### src/rtl/ipb_pkg.sv
// Package for the instruction prefetch buffer: section type, control codes,
// register map, reset values and shared helper functions.
// Assumes a single 40 MHz clock domain shared by all users.
package ipb_pkg;

	// One buffer section: valid flag above eight data bits
	typedef struct packed {
		logic vld;
		logic [7:0] dat;
	} ipb_sect_t;

	// Section 0 holds the lowest memory address
	typedef ipb_sect_t [7:0] ipb_buf_t;

	// Microword buffer control codes
	typedef enum logic [3:0] {
		IPB_NOP = 4'b0000,
		IPB_STOP = 4'b0001,
		IPB_FLUSH = 4'b0010,
		IPB_START = 4'b0011,
		IPB_CLR01 = 4'b0100,
		IPB_CLR23 = 4'b0101,
		IPB_UNUSED6 = 4'b0110,
		IPB_BDEST = 4'b0111,
		IPB_UNUSED8 = 4'b1000,
		IPB_UNUSED9 = 4'b1001,
		IPB_UNUSEDA = 4'b1010,
		IPB_UNUSEDB = 4'b1011,
		IPB_CLR0 = 4'b1100,
		IPB_CLR1 = 4'b1101,
		IPB_CLR0123 = 4'b1110,
		IPB_CLRCOND = 4'b1111
	} ipb_ctl_t;

	// Shift network selects: 0, 1, 2 or 4 positions
	typedef enum logic [1:0] {
		IPB_SH0 = 2'b00,
		IPB_SH1 = 2'b01,
		IPB_SH2 = 2'b10,
		IPB_SH4 = 2'b11
	} ipb_shf_t;

	// Wishbone register byte offsets
	localparam logic [7:0] IPB_REG_CTRL = 8'h00;
	localparam logic [7:0] IPB_REG_STAT = 8'h04;
	localparam logic [7:0] IPB_REG_ADDR = 8'h08;
	localparam logic [7:0] IPB_REG_VFA = 8'h0C;
	localparam logic [7:0] IPB_REG_BLO = 8'h10;
	localparam logic [7:0] IPB_REG_BHI = 8'h14;

	// Field positions
	localparam int IPB_CTRL_ALLOW_BIT = 0;
	localparam int IPB_STAT_PFEN_BIT = 8;
	localparam int IPB_STAT_REQ_BIT = 9;

	// Reset values and size constants
	localparam logic IPB_RST_ALLOW = 1'b1;
	localparam logic IPB_RST_PFEN = 1'b1;
	localparam logic [31:0] IPB_RST_ADDR = 32'h0000_0000;
	localparam logic [3:0] IPB_BYTES_LW = 4'h4;
	localparam logic [3:0] IPB_NSECT = 4'h8;

	// Number of positions a shift select moves
	function automatic logic [3:0] ipb_shift_cnt(input ipb_shf_t s);
		logic [3:0] n;
		n = 4'h0;
		unique case (s)
			IPB_SH0: n = 4'h0;
			IPB_SH1: n = 4'h1;
			IPB_SH2: n = 4'h2;
			IPB_SH4: n = 4'h4;
		endcase
		return n;
	endfunction

	// Index of the lowest invalid section, 8 when all are valid
	function automatic logic [3:0] ipb_first_gap(input ipb_buf_t b);
		logic [3:0] n;
		n = IPB_NSECT;
		for (int i = 7; i >= 0; i--) begin
			if (!b[i].vld) begin
				n = 4'(i);
			end
		end
		return n;
	endfunction

endpackage

### src/rtl/ipb_core.sv
// Instruction prefetch buffer: eight byte sections, shift network, input
// mux with cache fill, prefetch request logic and a Wishbone register slave.
// Assumes cache_grant is same-clock logic that returns the longword at
// cache_addr in the cycle it is asserted while cache_req is high.
//
// Summary of operation
// RQ1 - Eight sections: data byte plus valid
// RQ2 - Section 0 holds lowest address
// RQ3 - Every section reloads each clock edge; here only on edges with ce high, all sections hold while ce is low
// RQ4 - Shift sections down by 0,1,2,4
// RQ5 - Decode all sixteen control field values
// RQ6 - Code 0 leaves everything unchanged
// RQ7 - Code 1 stops prefetch requests
// RQ8 - Code 2 flushes, loads fetch address
// RQ9 - Code 3 resumes prefetch requests
// RQ10 - Code 4 discards sections 0,1
// RQ11 - Code 5 discards sections 2,3
// RQ12 - Code 7 extracts branch target
// RQ13 - Code C discards section 0
// RQ14 - Code D discards specifier section 1
// RQ15 - Code E discards sections 0 to 3
// RQ16 - Code F discards 1,2,4 data bytes
// RQ17 - Code F without data drops specifier
// RQ18 - Valid shifted byte beats cache byte
// RQ19 - Cache data passes byte rotator
// RQ20 - Low address bits pick rotation
// RQ21 - Unused codes act as no-op
// RQ22 - Request while enabled and not full
//
// The implementer's own choices: the Wishbone slave port and the address map.
`timescale 1ns/1ps
`default_nettype none
module ipb_core import ipb_pkg::*; (
	input wire logic clk,
	input wire logic nrst,
	input wire logic ce,
	input wire logic [3:0] buffer_control_field,
	input wire logic [31:0] new_fetch_addr,
	input wire logic [1:0] stream_ctx_size,
	input wire logic cache_grant,
	input wire logic [31:0] cache_data,
	output logic cache_req,
	output logic [31:0] cache_addr,
	output ipb_buf_t buf_out,
	output logic [31:0] virtual_fetch_address,
	output logic [31:0] branch_target_extract,
	output logic branch_target_valid,
	input wire logic wb_cyc,
	input wire logic wb_stb,
	input wire logic wb_we,
	input wire logic [31:0] wb_adr,
	input wire logic [3:0] wb_sel,
	input wire logic [31:0] wb_wdat,
	output logic [31:0] wb_rdat,
	output logic wb_ack
);

	ipb_buf_t buf_q, buf_d, shf;
	ipb_ctl_t ctl;
	ipb_shf_t sel;
	logic [2:0] lo;
	logic [31:0] addr_q, addr_d, vfa_q, rot, bt_q;
	logic pf_en_q, pf_en_d, allow_q, req_q, req_d, bt_vld_q, ack_q;
	logic [31:0] cache_addr_q, rdat_q;
	logic take, flush, wb_go, ctrl_wr, allow_d;
	logic [3:0] gap, nb, taken;
	logic [7:0] spec;

	assign ctl = ipb_ctl_t'(buffer_control_field);
	assign flush = (ctl == IPB_FLUSH);
	assign take = req_q && cache_grant && !flush;
	assign spec = buf_q[1].dat;

	// Control field decode into shift low mark and distance
	// Discard codes trust microcode to drop only sections that are valid
	always_comb begin
		lo = 3'h0;
		sel = IPB_SH0;
		unique case (ctl) // RQ5
			IPB_CLR01: begin
				sel = IPB_SH2; // RQ10
			end
			IPB_CLR23: begin
				lo = 3'h2;
				sel = IPB_SH2; // RQ11
			end
			IPB_CLR0: begin
				sel = IPB_SH1; // RQ13
			end
			IPB_CLR1: begin
				lo = 3'h1;
				sel = IPB_SH1; // RQ14
			end
			IPB_CLR0123: begin
				sel = IPB_SH4; // RQ15
			end
			IPB_CLRCOND: begin
				lo = 3'h1;
				// Data length from the specifier mode nibble
				// Only the specifier is decoded here; operand size arrives from outside
				unique case (spec[7:4])
					4'hA, 4'hB: sel = IPB_SH1; // RQ16
					4'hC, 4'hD: sel = IPB_SH2; // RQ16
					4'hE, 4'hF: sel = IPB_SH4; // RQ16
					4'h9: sel = (spec[3:0] == 4'hF) ? IPB_SH4 : IPB_SH1;
					4'h8: begin
						if (spec[3:0] != 4'hF) begin
							sel = IPB_SH1; // RQ17
						end else if (stream_ctx_size == 2'b00) begin
							sel = IPB_SH1;
						end else if (stream_ctx_size == 2'b01) begin
							sel = IPB_SH2;
						end else begin
							sel = IPB_SH4;
						end
					end
					default: sel = IPB_SH1; // RQ17
				endcase
			end
			IPB_NOP, IPB_STOP, IPB_FLUSH, IPB_START, IPB_BDEST,
			IPB_UNUSED6, IPB_UNUSED8, IPB_UNUSED9, IPB_UNUSEDA, IPB_UNUSEDB: begin
				sel = IPB_SH0; // RQ6 RQ21
			end
		endcase
	end

	// Shift network
	ipb_shifter u_shifter (
		.cur(buf_q),
		.lo(lo),
		.sel(sel),
		.nxt(shf)
	);

	// Cache longword rotated to the current byte address
	ipb_rotator u_rotator (
		.lw(cache_data),
		.ofs(addr_q[1:0]),
		.rot(rot)
	); // RQ19 RQ20

	// Bytes available in the longword and bytes that fit
	assign gap = ipb_first_gap(shf);
	assign nb = IPB_BYTES_LW - {2'b00, addr_q[1:0]};
	assign taken = !take ? 4'h0 : ((nb > (IPB_NSECT - gap)) ? (IPB_NSECT - gap) : nb);

	// Input mux per section: valid shifted byte first, else cache byte
	always_comb begin
		logic [3:0] k;
		k = 4'h0;
		for (int i = 0; i < 8; i++) begin
			k = 4'(i) - gap;
			if (flush) begin
				buf_d[i] = '{vld: 1'b0, dat: shf[i].dat}; // RQ8
			end else if (shf[i].vld) begin
				buf_d[i] = shf[i]; // RQ18
			end else if (4'(i) >= gap && k < taken) begin
				// Rising section number follows rising address
				buf_d[i] = '{vld: 1'b1, dat: rot[{k[1:0], 3'b000} +: 8]}; // RQ2 RQ18 RQ22
			end else begin
				buf_d[i] = shf[i];
			end
		end
	end

	// Buffer register: reloaded on every enabled edge, holding comes from the mux
	always_ff @(posedge clk) begin
		if (!nrst) begin
			buf_q <= '0;
		end else if (ce) begin
			buf_q <= buf_d; // RQ1 RQ3
		end
	end

	// Byte fetch address advances by bytes accepted; flush reloads it
	assign addr_d = flush ? new_fetch_addr : (addr_q + {28'h0, taken});
	always_ff @(posedge clk) begin
		if (!nrst) begin
			addr_q <= IPB_RST_ADDR;
			vfa_q <= IPB_RST_ADDR;
		end else if (ce) begin
			addr_q <= addr_d;
			if (flush) begin
				vfa_q <= new_fetch_addr; // RQ8
			end
		end
	end

	// Prefetch enable: stop and start codes
	always_comb begin
		pf_en_d = pf_en_q;
		if (ctl == IPB_STOP) begin
			pf_en_d = 1'b0; // RQ7
		end else if (ctl == IPB_START) begin
			pf_en_d = 1'b1; // RQ9
		end
	end

	// Request computed on next state so it never asks for a full buffer
	// and never outlives a stop code or a cleared allow bit
	always_comb begin
		logic anyfree;
		anyfree = 1'b0;
		for (int i = 0; i < 8; i++) begin
			anyfree = anyfree | !buf_d[i].vld;
		end
		req_d = pf_en_d && allow_d && anyfree; // RQ22
	end

	always_ff @(posedge clk) begin
		if (!nrst) begin
			pf_en_q <= IPB_RST_PFEN;
			req_q <= 1'b0;
			cache_addr_q <= IPB_RST_ADDR;
		end else if (ce) begin
			pf_en_q <= pf_en_d;
			req_q <= req_d; // RQ7 RQ22
			cache_addr_q <= {addr_d[31:2], 2'b00};
		end
	end

	// Branch target: sign-extended byte 0; valid copies its valid bit
	always_ff @(posedge clk) begin
		if (!nrst) begin
			bt_q <= 32'h0000_0000;
			bt_vld_q <= 1'b0;
		end else if (ce && ctl == IPB_BDEST) begin
			bt_q <= {{24{buf_q[0].dat[7]}}, buf_q[0].dat}; // RQ12
			bt_vld_q <= buf_q[0].vld;
		end
	end

	// Control write decode; the request reads the next allow value so a
	// cleared allow drops the request at the very edge the write lands
	assign ctrl_wr = wb_go && wb_we && wb_sel[0] && wb_adr[7:0] == IPB_REG_CTRL;
	assign allow_d = ctrl_wr ? wb_wdat[IPB_CTRL_ALLOW_BIT] : allow_q;

	// Wishbone classic slave: one wait state, ack drops after one cycle
	assign wb_go = wb_cyc && wb_stb && !ack_q;
	always_ff @(posedge clk) begin
		if (!nrst) begin
			ack_q <= 1'b0;
			allow_q <= IPB_RST_ALLOW;
			rdat_q <= 32'h0000_0000;
		end else if (ce) begin
			ack_q <= wb_go;
			allow_q <= allow_d;
			if (wb_go && !wb_we) begin
				// Unmapped offsets read zero and are still acknowledged
				unique case (wb_adr[7:0])
					IPB_REG_CTRL: rdat_q <= {31'h0, allow_q};
					IPB_REG_STAT: rdat_q <= {22'h0, req_q, pf_en_q,
						buf_q[7].vld, buf_q[6].vld, buf_q[5].vld, buf_q[4].vld,
						buf_q[3].vld, buf_q[2].vld, buf_q[1].vld, buf_q[0].vld};
					IPB_REG_ADDR: rdat_q <= addr_q;
					IPB_REG_VFA: rdat_q <= vfa_q;
					IPB_REG_BLO: rdat_q <= {buf_q[3].dat, buf_q[2].dat, buf_q[1].dat, buf_q[0].dat};
					IPB_REG_BHI: rdat_q <= {buf_q[7].dat, buf_q[6].dat, buf_q[5].dat, buf_q[4].dat};
					default: rdat_q <= 32'h0000_0000;
				endcase
			end
		end
	end

	// Outputs straight from flip-flops
	assign cache_req = req_q;
	assign cache_addr = cache_addr_q;
	assign buf_out = buf_q;
	assign virtual_fetch_address = vfa_q;
	assign branch_target_extract = bt_q;
	assign branch_target_valid = bt_vld_q;
	assign wb_rdat = rdat_q;
	assign wb_ack = ack_q;
endmodule
`default_nettype wire

### src/rtl/ipb_shifter.sv
// Shift network of the prefetch buffer: sections at or above a low mark
// move toward section 0; sections below it stay in place.
// Purely combinational; the caller registers the result.
`timescale 1ns/1ps
`default_nettype none
module ipb_shifter import ipb_pkg::*; (
	input wire ipb_buf_t cur,
	input wire logic [2:0] lo,
	input wire ipb_shf_t sel,
	output ipb_buf_t nxt
);

	// Four-input mux per section; bytes shifted in from beyond 7 are empty
	always_comb begin
		logic [3:0] k;
		logic [3:0] src;
		k = ipb_shift_cnt(sel);
		src = 4'h0;
		for (int i = 0; i < 8; i++) begin
			src = 4'(i) + k;
			if (4'(i) < {1'b0, lo}) begin
				nxt[i] = cur[i];
			end else if (src < IPB_NSECT) begin
				nxt[i] = cur[src[2:0]]; // RQ4
			end else begin
				nxt[i] = '0;
			end
		end
	end

endmodule
`default_nettype wire

### src/rtl/ipb_rotator.sv
// Byte rotator between the cache longword and the buffer input mux.
// Assumes the offset is the low two bits of the byte fetch address.
`timescale 1ns/1ps
`default_nettype none
module ipb_rotator (
	input wire logic [31:0] lw,
	input wire logic [1:0] ofs,
	output logic [31:0] rot
);

	// Addressed byte lands in bits 7:0, the rest wrap around
	logic [63:0] dbl;
	assign dbl = {lw, lw} >> {ofs, 3'b000}; // RQ19 RQ20
	assign rot = dbl[31:0];

endmodule
`default_nettype wire

### config.mk
export PLATFORM = sky130hd
export DESIGN_NAME = ipb_core
export DESIGN_NICKNAME = d
export VERILOG_FILES = /design/src/rtl/ipb_pkg.sv /design/src/rtl/ipb_core.sv /design/src/rtl/ipb_shifter.sv /design/src/rtl/ipb_rotator.sv
export SDC_FILE = /design/constraint.sdc
export NUM_CORES = 1
export LEC_CHECK = 0
export ABC_AREA = 1
export BUFFER_PORTS_ARGS = -buffer_cell sky130_fd_sc_hd__buf_4
export CORE_MARGIN = 3
export CORE_UTILIZATION = 45
export CTS_BUF_LIST = sky130_fd_sc_hd__clkbuf_2
export DETAILED_ROUTE_END_ITERATION = 6
export GPL_TIMING_DRIVEN = 0
export PLACE_DENSITY = 0.74
export SYNTH_ARGS = -nofsm -noshare
export SYNTH_HDL_FRONTEND = slang
export SYNTH_SLANG_ARGS = --single-unit
### constraint.sdc
create_clock -name clk -period 9 [get_ports clk]
set_input_delay 2.25 -clock clk [delete_from_list [all_inputs] [get_ports clk]]
set_output_delay 2.25 -clock clk [all_outputs]
set_load 0.02 [all_outputs]
Word level (Yosys, flattened, before mapping)
Index checks and enable logic that the tools add are counted.
{"block": "classes", "addsub": 18, "multipliers": 0, "div_mod_pow": 0, "magnitude_cmp": 40, "n_eq_ne": 32, "shift": 9, "muxes": 78, "bitwise_logic": 7, "reduce_logical": 42}
{"op": "2-to-1 mux 9 bit", "n": 47}
{"op": "variable part select 32 x 6 -> 8 bit", "n": 8}
{"op": "binary-select mux 9 bit (select 3 bit)", "n": 8}
{"op": "case mux 32 bit (6 select lines)", "n": 1}
{"op": ">> shifter 64 x 5 -> 32 bit", "n": 1}
{"op": "== test 4 bit, second input constant", "n": 15}
{"op": "2-to-1 mux 4 bit", "n": 10}
{"op": "adder 32 x 4 -> 32 bit", "n": 1}
{"op": "< comparator 3 x 4 -> 1 bit, second input constant", "n": 8}
{"op": "< comparator 4 bit", "n": 8}
{"op": "< comparator 4 bit, second input constant", "n": 8}
{"op": "2-to-1 mux 32 bit", "n": 1}
{"op": "logical AND 1 bit", "n": 19}
{"op": "adder 3 x 4 -> 4 bit, first input constant", "n": 4}
{"op": "== test 4 x 3 -> 1 bit, second input constant", "n": 4}
{"op": "== test 8 x 4 -> 1 bit, second input constant", "n": 2}
{"op": "== test 8 x 5 -> 1 bit, second input constant", "n": 2}
{"op": "greater-or-equal comparator 3 x 4 -> 1 bit, first input constant", "n": 4}
{"op": "case mux 4 bit (4 select lines)", "n": 1}
{"op": "subtractor 3 x 4 -> 4 bit, first input constant", "n": 4}
{"op": "logical NOT 1 bit", "n": 11}
{"op": "case mux 2 bit (5 select lines)", "n": 1}
{"op": "OR reduction 10 bit", "n": 1}
{"op": "OR reduction 2 bit", "n": 5}
{"op": "27 further kinds", "n": 52}
{"block": "totals", "ff_bits": 211, "latchBits": 0, "ramBits": 0, "rom_bits": 0, "inputBits": 145, "out_inout_bits": 203, "word_cells": 252, "n_memories": 0}

Depth between registers and ports, before layout
{"block": "depth", "ltp_word": 38, "mapped_depth": 50, "depth_no_buf": 47}

By module
A second synthesis with hierarchy kept.
{"block": "unflattened", "cells_unflattened": 2830, "hier_area_um2": 16168.0}
{"mod": "ipb_core", "n_inst": 1, "cells_each": 1813, "area_each_um2": 11637.4, "seq_area_each_um2": 3623.5}
{"mod": "ipb_shifter", "n_inst": 1, "cells_each": 809, "area_each_um2": 3584.7, "seq_area_each_um2": 0.0}
{"mod": "ipb_rotator", "n_inst": 1, "cells_each": 208, "area_each_um2": 945.9, "seq_area_each_um2": 0.0}

Worst setup path before layout
Ideal clock, no wire load.
{"block": "synth_path", "path_kind": "input to register", "startpoint": "in stream_ctx_size[0]", "endpoint": "reg addr_q[30]", "setup_time_ns": 0.132, "arrival_ns": 8.544, "t_required_ns": 8.868, "path_slack_ns": 0.324, "stages": 45, "n_path_buf": 5, "path_cell_list": "o311ai_0 > a21oi_1 > nor2_1 > inv_1 > ha_1 > clkinv_1 > clkbuf_1 > clkbuf_1 > ha_1 > buf_1 > nand2_1 > nor2_1 > nand2_1 > nand2_1 > nand2_1 > nand2_1 > nand2_1 > nand2_1 > (+9 left out) > nand2_1 > nand2_1 > nand3_2 > nand2_2 > nand2_2 > nor2_1 > nor3_1 > inv_1 > fa_1 > nor2_1 > nand3_2 > o211ai_4 > nand2_4 > nor2_2 > nand2_1 > xor2_1 > nand2_1 > a21oi_1"}
{"block": "synth_between", "elab_chain_len": 26, "elab_cells_between_ends": 72, "cone_classes": "9 x add/sub; 9 x order compare; 4 x eq/ne; 48 x mux; 2 x reduce/logical"}
{"item": "start, declared", "line": "ipb_core.sv:39", "text": "input wire logic [1:0] stream_ctx_size,"}
{"item": "== test 2 x 1 -> 1 bit", "line": "ipb_core.sv:111", "text": "end else if (stream_ctx_size == 2'b01) begin"}
{"item": "2-to-1 mux 1 bit", "line": "ipb_core.sv:111"}
{"item": "2-to-1 mux 2 bit *", "line": "ipb_core.sv:109", "text": "end else if (stream_ctx_size == 2'b00) begin"}
{"item": "2-to-1 mux 2 bit *", "line": "ipb_core.sv:107", "text": "if (spec[3:0] != 4'hF) begin"}
{"item": "case mux 2 bit (4 select lines) *", "line": "ipb_core.sv:101", "text": "unique case (spec[7:4])"}
{"item": "case mux 2 bit (5 select lines) *", "line": "ipb_core.sv:79", "text": "unique case (ctl)"}
{"item": "== test 2 bit, or another cell as far along", "line": "ipb_pkg.sv:67", "text": "unique case (s)"}
{"item": "case mux 4 bit (4 select lines) *", "line": "ipb_pkg.sv:67"}
{"item": "(+4 left out)"}
{"item": "2-to-1 mux 4 bit or 2-to-1 mux 9 bit (tied branches)", "line": "ipb_pkg.sv:81, ipb_shifter.sv:21"}
{"item": "2-to-1 mux 4 bit (6 in series)", "line": "ipb_pkg.sv:81", "text": "if (!b[i].vld) begin"}
{"item": "2-to-1 mux 4 bit *", "line": "ipb_pkg.sv:81"}
{"item": "subtractor 4 bit *", "line": "ipb_core.sv:145", "text": "assign taken = !take ? 4'h0 : ((nb > (IPB_NSECT - gap)) ? (IPB_NSECT - gap) : nb);"}
{"item": "greater-than comparator 4 bit", "line": "ipb_core.sv:145"}
{"item": "2-to-1 mux 4 bit * (2 in series)", "line": "ipb_core.sv:145"}
{"item": "adder 32 x 4 -> 32 bit *", "line": "ipb_core.sv:176", "text": "assign addr_d = flush ? new_fetch_addr : (addr_q + {28'h0, taken});"}
{"item": "2-to-1 mux 32 bit *", "line": "ipb_core.sv:176"}
{"item": "end signal, assigned", "line": "ipb_core.sv:182", "text": "addr_q <= addr_d;"}
{"item": "end, declared", "line": "ipb_core.sv:62", "text": "logic [31:0] addr_q, addr_d, vfa_q, rot, bt_q;"}
Mark *: on every way between the ends. The rest lies on a longest branch, timed or not. The select of a mux whose other input is x is not followed.
A chain may end at the register's enable or synchronous reset.

Final worst setup path
{"block": "layout_path", "startpoint": "in stream_ctx_size[0]", "endpoint": "reg buf_q, in the netlist buf_out[70]"}
{"block": "layout_between", "elab_chain_len": 29, "elab_cells_between_ends": 78, "cone_classes": "9 x add/sub; 11 x order compare; 4 x eq/ne; 1 x shift; 50 x mux; 3 x reduce/logical"}
{"item": "== test 2 x 1 -> 1 bit", "line": "ipb_core.sv:111"}
{"item": "2-to-1 mux 1 bit", "line": "ipb_core.sv:111"}
{"item": "2-to-1 mux 2 bit *", "line": "ipb_core.sv:109"}
{"item": "2-to-1 mux 2 bit *", "line": "ipb_core.sv:107"}
{"item": "case mux 2 bit (4 select lines) *", "line": "ipb_core.sv:101"}
{"item": "case mux 2 bit (5 select lines) *", "line": "ipb_core.sv:79"}
{"item": "== test 2 bit, or another cell as far along", "line": "ipb_pkg.sv:67"}
{"item": "case mux 4 bit (4 select lines) *", "line": "ipb_pkg.sv:67"}
{"item": "(+12 left out)"}
{"item": "subtractor 4 bit", "line": "ipb_core.sv:145"}
{"item": "greater-than comparator 4 bit", "line": "ipb_core.sv:145"}
{"item": "2-to-1 mux 4 bit (2 in series)", "line": "ipb_core.sv:145"}
{"item": "< comparator 4 bit", "line": "ipb_core.sv:157", "text": "end else if (4'(i) >= gap && k < taken) begin"}
{"item": "logical AND 1 bit", "line": "ipb_core.sv:157"}
{"item": "2-to-1 mux 9 bit", "line": "ipb_core.sv:157"}
{"item": "2-to-1 mux 9 bit", "line": "ipb_core.sv:155", "text": "end else if (shf[i].vld) begin"}
{"item": "2-to-1 mux 9 bit *", "line": "ipb_core.sv:153", "text": "if (flush) begin"}
{"item": "end signal, assigned", "line": "ipb_core.sv:171", "text": "buf_q <= buf_d;"}
{"item": "end, declared", "line": "ipb_core.sv:58", "text": "ipb_buf_t buf_q, buf_d, shf;"}
Marks and branches as above.

==> insert_results.sql <==
INSERT INTO impl_metrics (metric_group, metric, value, unit) VALUES
('yosys', 'synth_flop_cell', 'sky130_fd_sc_hd__dfxtp_1', ''),
('worst_setup_path', 'rr_worst_depth', '43', ''),
('cts', 'clk_path_buf_depth', '2', ''),
('status', 'run_status', 'finished, violations left', ''),
('worst_setup_path', 'path_class', 'primary input to register', ''),
('worst_setup_path', 'crit_path_end_kind', 'register', ''),
('yosys', 'synthCells', '2495', ''),
('finish', 'utilization', '0.552', ''),
('global_routing', 'grt_first_pass_wirelength', '108000', 'um'),
('floorplan', 'die_area', '0.0354', 'mm2'),
('drt', 'final_antenna_net_count', '0', ''),
('yosys', 'async_flop_share', '0', ''),
('yosys', 'synth_simple_gate_area_frac', '0.325', ''),
('drt', 'detail_route.drc_violations', '1', ''),
('worst_setup_path', 'crit_path_top_delay_cell', 'sky130_fd_sc_hd__ha_2', ''),
('drt', 'iteration_0_drc_markers', '2622', ''),
('global_routing', 'vias_in_the_first_global_route', '17449', ''),
('status', 'violations', 'DRC', ''),
('worst_setup_path', 'cp_num_cells', '42', ''),
('floorplan', 'initial_utilization', '0.457', ''),
('worst_setup_path', 'worstPathArrival', '9.45', 'ns'),
('worst_setup_path', 'timing.reg2reg.setup_slack', '0.44', 'ns'),
('timing', 'worst_slew_margin_rel', '0.255', ''),
('yosys', 'synth-compound-area-share', '0.220', ''),
('worst_setup_path', 'timing.critical_path.slowest_cell_delay', '0.51', 'ns'),
('placed_design', 'placement.io_buffers', '286', ''),
('drt', 'via_per_inst', '5.93', ''),
('yosys', 'synthesis.area', '0.0149', 'mm2'),
('floorplan', 'rows', '66', ''),
('timing', 'max_freq', '115', 'MHz'),
('global_routing', 'grt_max_degree', '27', ''),
('global_routing', 'global_route.overflow_total', '0', ''),
('yosys', 'number_of_storage_elements_in_the_synthesis_netlist', '181', ''),
('finish', 'share_of_final_layout_standard_cells_stronger_than_drive_strength_1', '0.179', ''),
('cts', 'cts_sinks', '181', ''),
('timing', 'clock-skew-final', '0.0636', 'ns'),
('power_and_ir_drop', 'power.density_cell_area', '165', 'mW/mm2'),
('placed_design', 'place_worst_setup_slack', '-2.66', 'ns'),
('power_and_ir_drop', 'ir_worst_vdd', '101', 'uV'),
('cts', 'cts-buffers-inserted', '17', ''),
('yosys', 'synthAdderAreaFrac', '0.0374', ''),
('placed_design', 'finalWeightedCongestion', '1.05', ''),
('timing', 'tightestPinTransition', '1.12', 'ns'),
('finish', 'syn_to_final_growth', '20.7', '%'),
('cts', 'cts_tree', 'done', ''),
('yosys', 'xor_xnor_share_of_the_synthesized_area', '0.0147', ''),
('job', 'max_cap_viol_count', '0', ''),
('yosys', 'dominant_combinational_cell_family_by_area_after_synthesis', 'simple AND/OR/NAND/NOR gates', ''),
('power_and_ir_drop', 'power_leakage', '8.27', 'nW'),
('worst_setup_path', 'critPathRequiredTime', '9.77', 'ns'),
('placed_design', 'detailed_place_hpwl', '61500', 'um'),
('timing', 'finalSetupViolCount', '0', ''),
('worst_hold_path', 'min-delay-path-class', 'register to register', ''),
('timing', 'finalMaxSlewViolations', '0', ''),
('worst_setup_path', 'critical-path-top-delay-family', 'simple AND/OR/NAND/NOR gates', ''),
('global_routing', 'grt_antenna_before_repair', '1', ''),
('yosys', 'synthMuxAreaShare', '0.0215', ''),
('worst_hold_path', 'timing.hold.worst_path_depth', '2', ''),
('yosys', 'avgSynthCellArea', '5.98', 'um2'),
('timing', 'timing_hold_violations_final', '0', ''),
('timing', 'final.setup.worst_slack', '0.325', 'ns'),
('drt', 'avgRoutedWirePerCell', '23.1', 'um'),
('worst_setup_path', 'critical_path.startpoint_type', 'primary input', ''),
('yosys', 'yosysWarnings', '0', ''),
('cts', 'cts-root-buf', 'sky130_fd_sc_hd__clkbuf_2', ''),
('yosys', 'netlist-cell-type-count', '60', ''),
('floorplan', 'floorplan.die.height', '188', 'um'),
('floorplan', 'pin_count', '348', ''),
('worst_setup_path', 'critical_path.max_fanout', '11', ''),
('yosys', 'synth-edff-count', '0', ''),
('cts', 'clk_transition_reported_paths', '0.32', 'ns');
placed cells by master, fill, tap and decap left out, drive strengths merged:
cell	instances
nor3	15
ha	43
nand4	13
clkinvlp	4
a21oi	170
a2111oi	1
clkbuf	109
nand3	161
xnor2	1
mux2i	32
o22ai	77
nor4	10
o221ai	6
nand3b	3
or2	22
dfxtp	181
nor2	96
a31oi	20
conb	11
buf	386
o211ai	19
inv	288
a311oi	1
o311ai	1
clkinv	11
diode	2
a22oi	2
fa	1
xor2	24
nand2	814
o21bai	3
o2111ai	1
o21a	1
o21ai	283
and2	1
a221oi	10
a211oi	1
report_power, final:
part	internal, mW	switching, mW
Clock	0.0947	0.378
Sequential	0.870	0.121
Combinational	0.456	1.05
Total	1.42	1.55
worst min-delay path: cells and delay by family (launching register included):
kind             cells  cell delay (ns)
AO/OA/AOI/OAI        1             0.06
AND/OR/NAND/NOR      1             0.06
flip-flops           1             0.38
path summary, 6_finish.rpt:
path | to | from
setup reg to reg | buf_out[70] | spec[0]
hold / removal | wb_rdat[25] | wb_rdat[25]
setup / recovery | buf_out[70] | stream_ctx_size[0]
hold reg to reg | wb_rdat[25] | wb_rdat[25]
timing repair:
item / 4_1_cts / 5_1_grt
endpoints found under the setup margin: 105 / 79
hold endpoints to repair: 0 / 0
buffers inserted: 1 / 4
hold buffers: 0 / 0
gates cloned: 0 / 0
resized for setup: 13 / 12
pin swaps: 1 / 0
metal layers:
metal,vias up,GRT usage,routed length (um)
met3,202,0.0761,8920
met2,1405,0.655,33100
met4,0,0.182,4200
li1,8755,-,-
met5,-,0,0
met1,8993,0.527,29100
logic make-up (layout without fill, tap and decap cells):
group	Yosys count	in the layout
simple gates	1135	1135
compound gates	596	596
buf+inv	480	798
flops	181	181
fa+ha+maj	44	44
mux	32	32
xor+xnor	25	25
other cells	2	13
Yosys cell counts (17+ instances only):
master | number | share of area
sky130_fd_sc_hd__buf_1 | 24 | 0.0060
sky130_fd_sc_hd__inv_1 | 266 | 0.067
sky130_fd_sc_hd__ha_1 | 43 | 0.036
sky130_fd_sc_hd__nand3_1 | 156 | 0.052
sky130_fd_sc_hd__clkbuf_1 | 95 | 0.024
sky130_fd_sc_hd__a31oi_1 | 20 | 0.0084
sky130_fd_sc_hd__o21ai_0 | 278 | 0.093
sky130_fd_sc_hd__nand2_2 | 17 | 0.0071
sky130_fd_sc_hd__o22ai_1 | 77 | 0.032
sky130_fd_sc_hd__or2_2 | 20 | 0.0084
sky130_fd_sc_hd__nor2_1 | 82 | 0.021
sky130_fd_sc_hd__xor2_1 | 24 | 0.014
sky130_fd_sc_hd__nand2_1 | 787 | 0.20
sky130_fd_sc_hd__mux2i_1 | 32 | 0.021
sky130_fd_sc_hd__a21oi_1 | 168 | 0.056
sky130_fd_sc_hd__buf_4 | 57 | 0.029
sky130_fd_sc_hd__o211ai_1 | 17 | 0.0086
sky130_fd_sc_hd__dfxtp_1 | 181 | 0.24
metrics by stage:
stage               hold WS, ns  TNS (ns)  cell area (um2)  power, mW  cells
floorplan                 0.443         0            15000       1.84   2504
finish                    0.488         0            18000       2.97   3266
detailed placement        0.458   -236.32            17700       2.43   3232
global placement          0.451   -224.13            17700       2.41   3232
CTS                       0.488         0            17900       2.88   3260
global route              0.514  -0.00462            18000       3.10   3266
registers in the layout, summed over array words and instances, names as in the netlist, 8 cells and up:
signal,count
wb_rdat,32
spec,8
virtual_fetch_address,32
branch_target_extract,8
addr_q,32
buf_out,64
final cells by class:
class | instances | area, um2
Fill cell | 3457 | 14600
Multi-Input combinational cell | 1843 | 9340
Sequential cell | 181 | 3620
Timing Repair Buffer | 291 | 2180
Inverter | 288 | 1100
Buffer | 187 | 951
Tap cell | 442 | 553
Clock inverter | 15 | 161
Clock buffer | 17 | 85.1
Antenna cell | 2 | 5.00
Note: power is estimated with default switching activity, not from simulation.
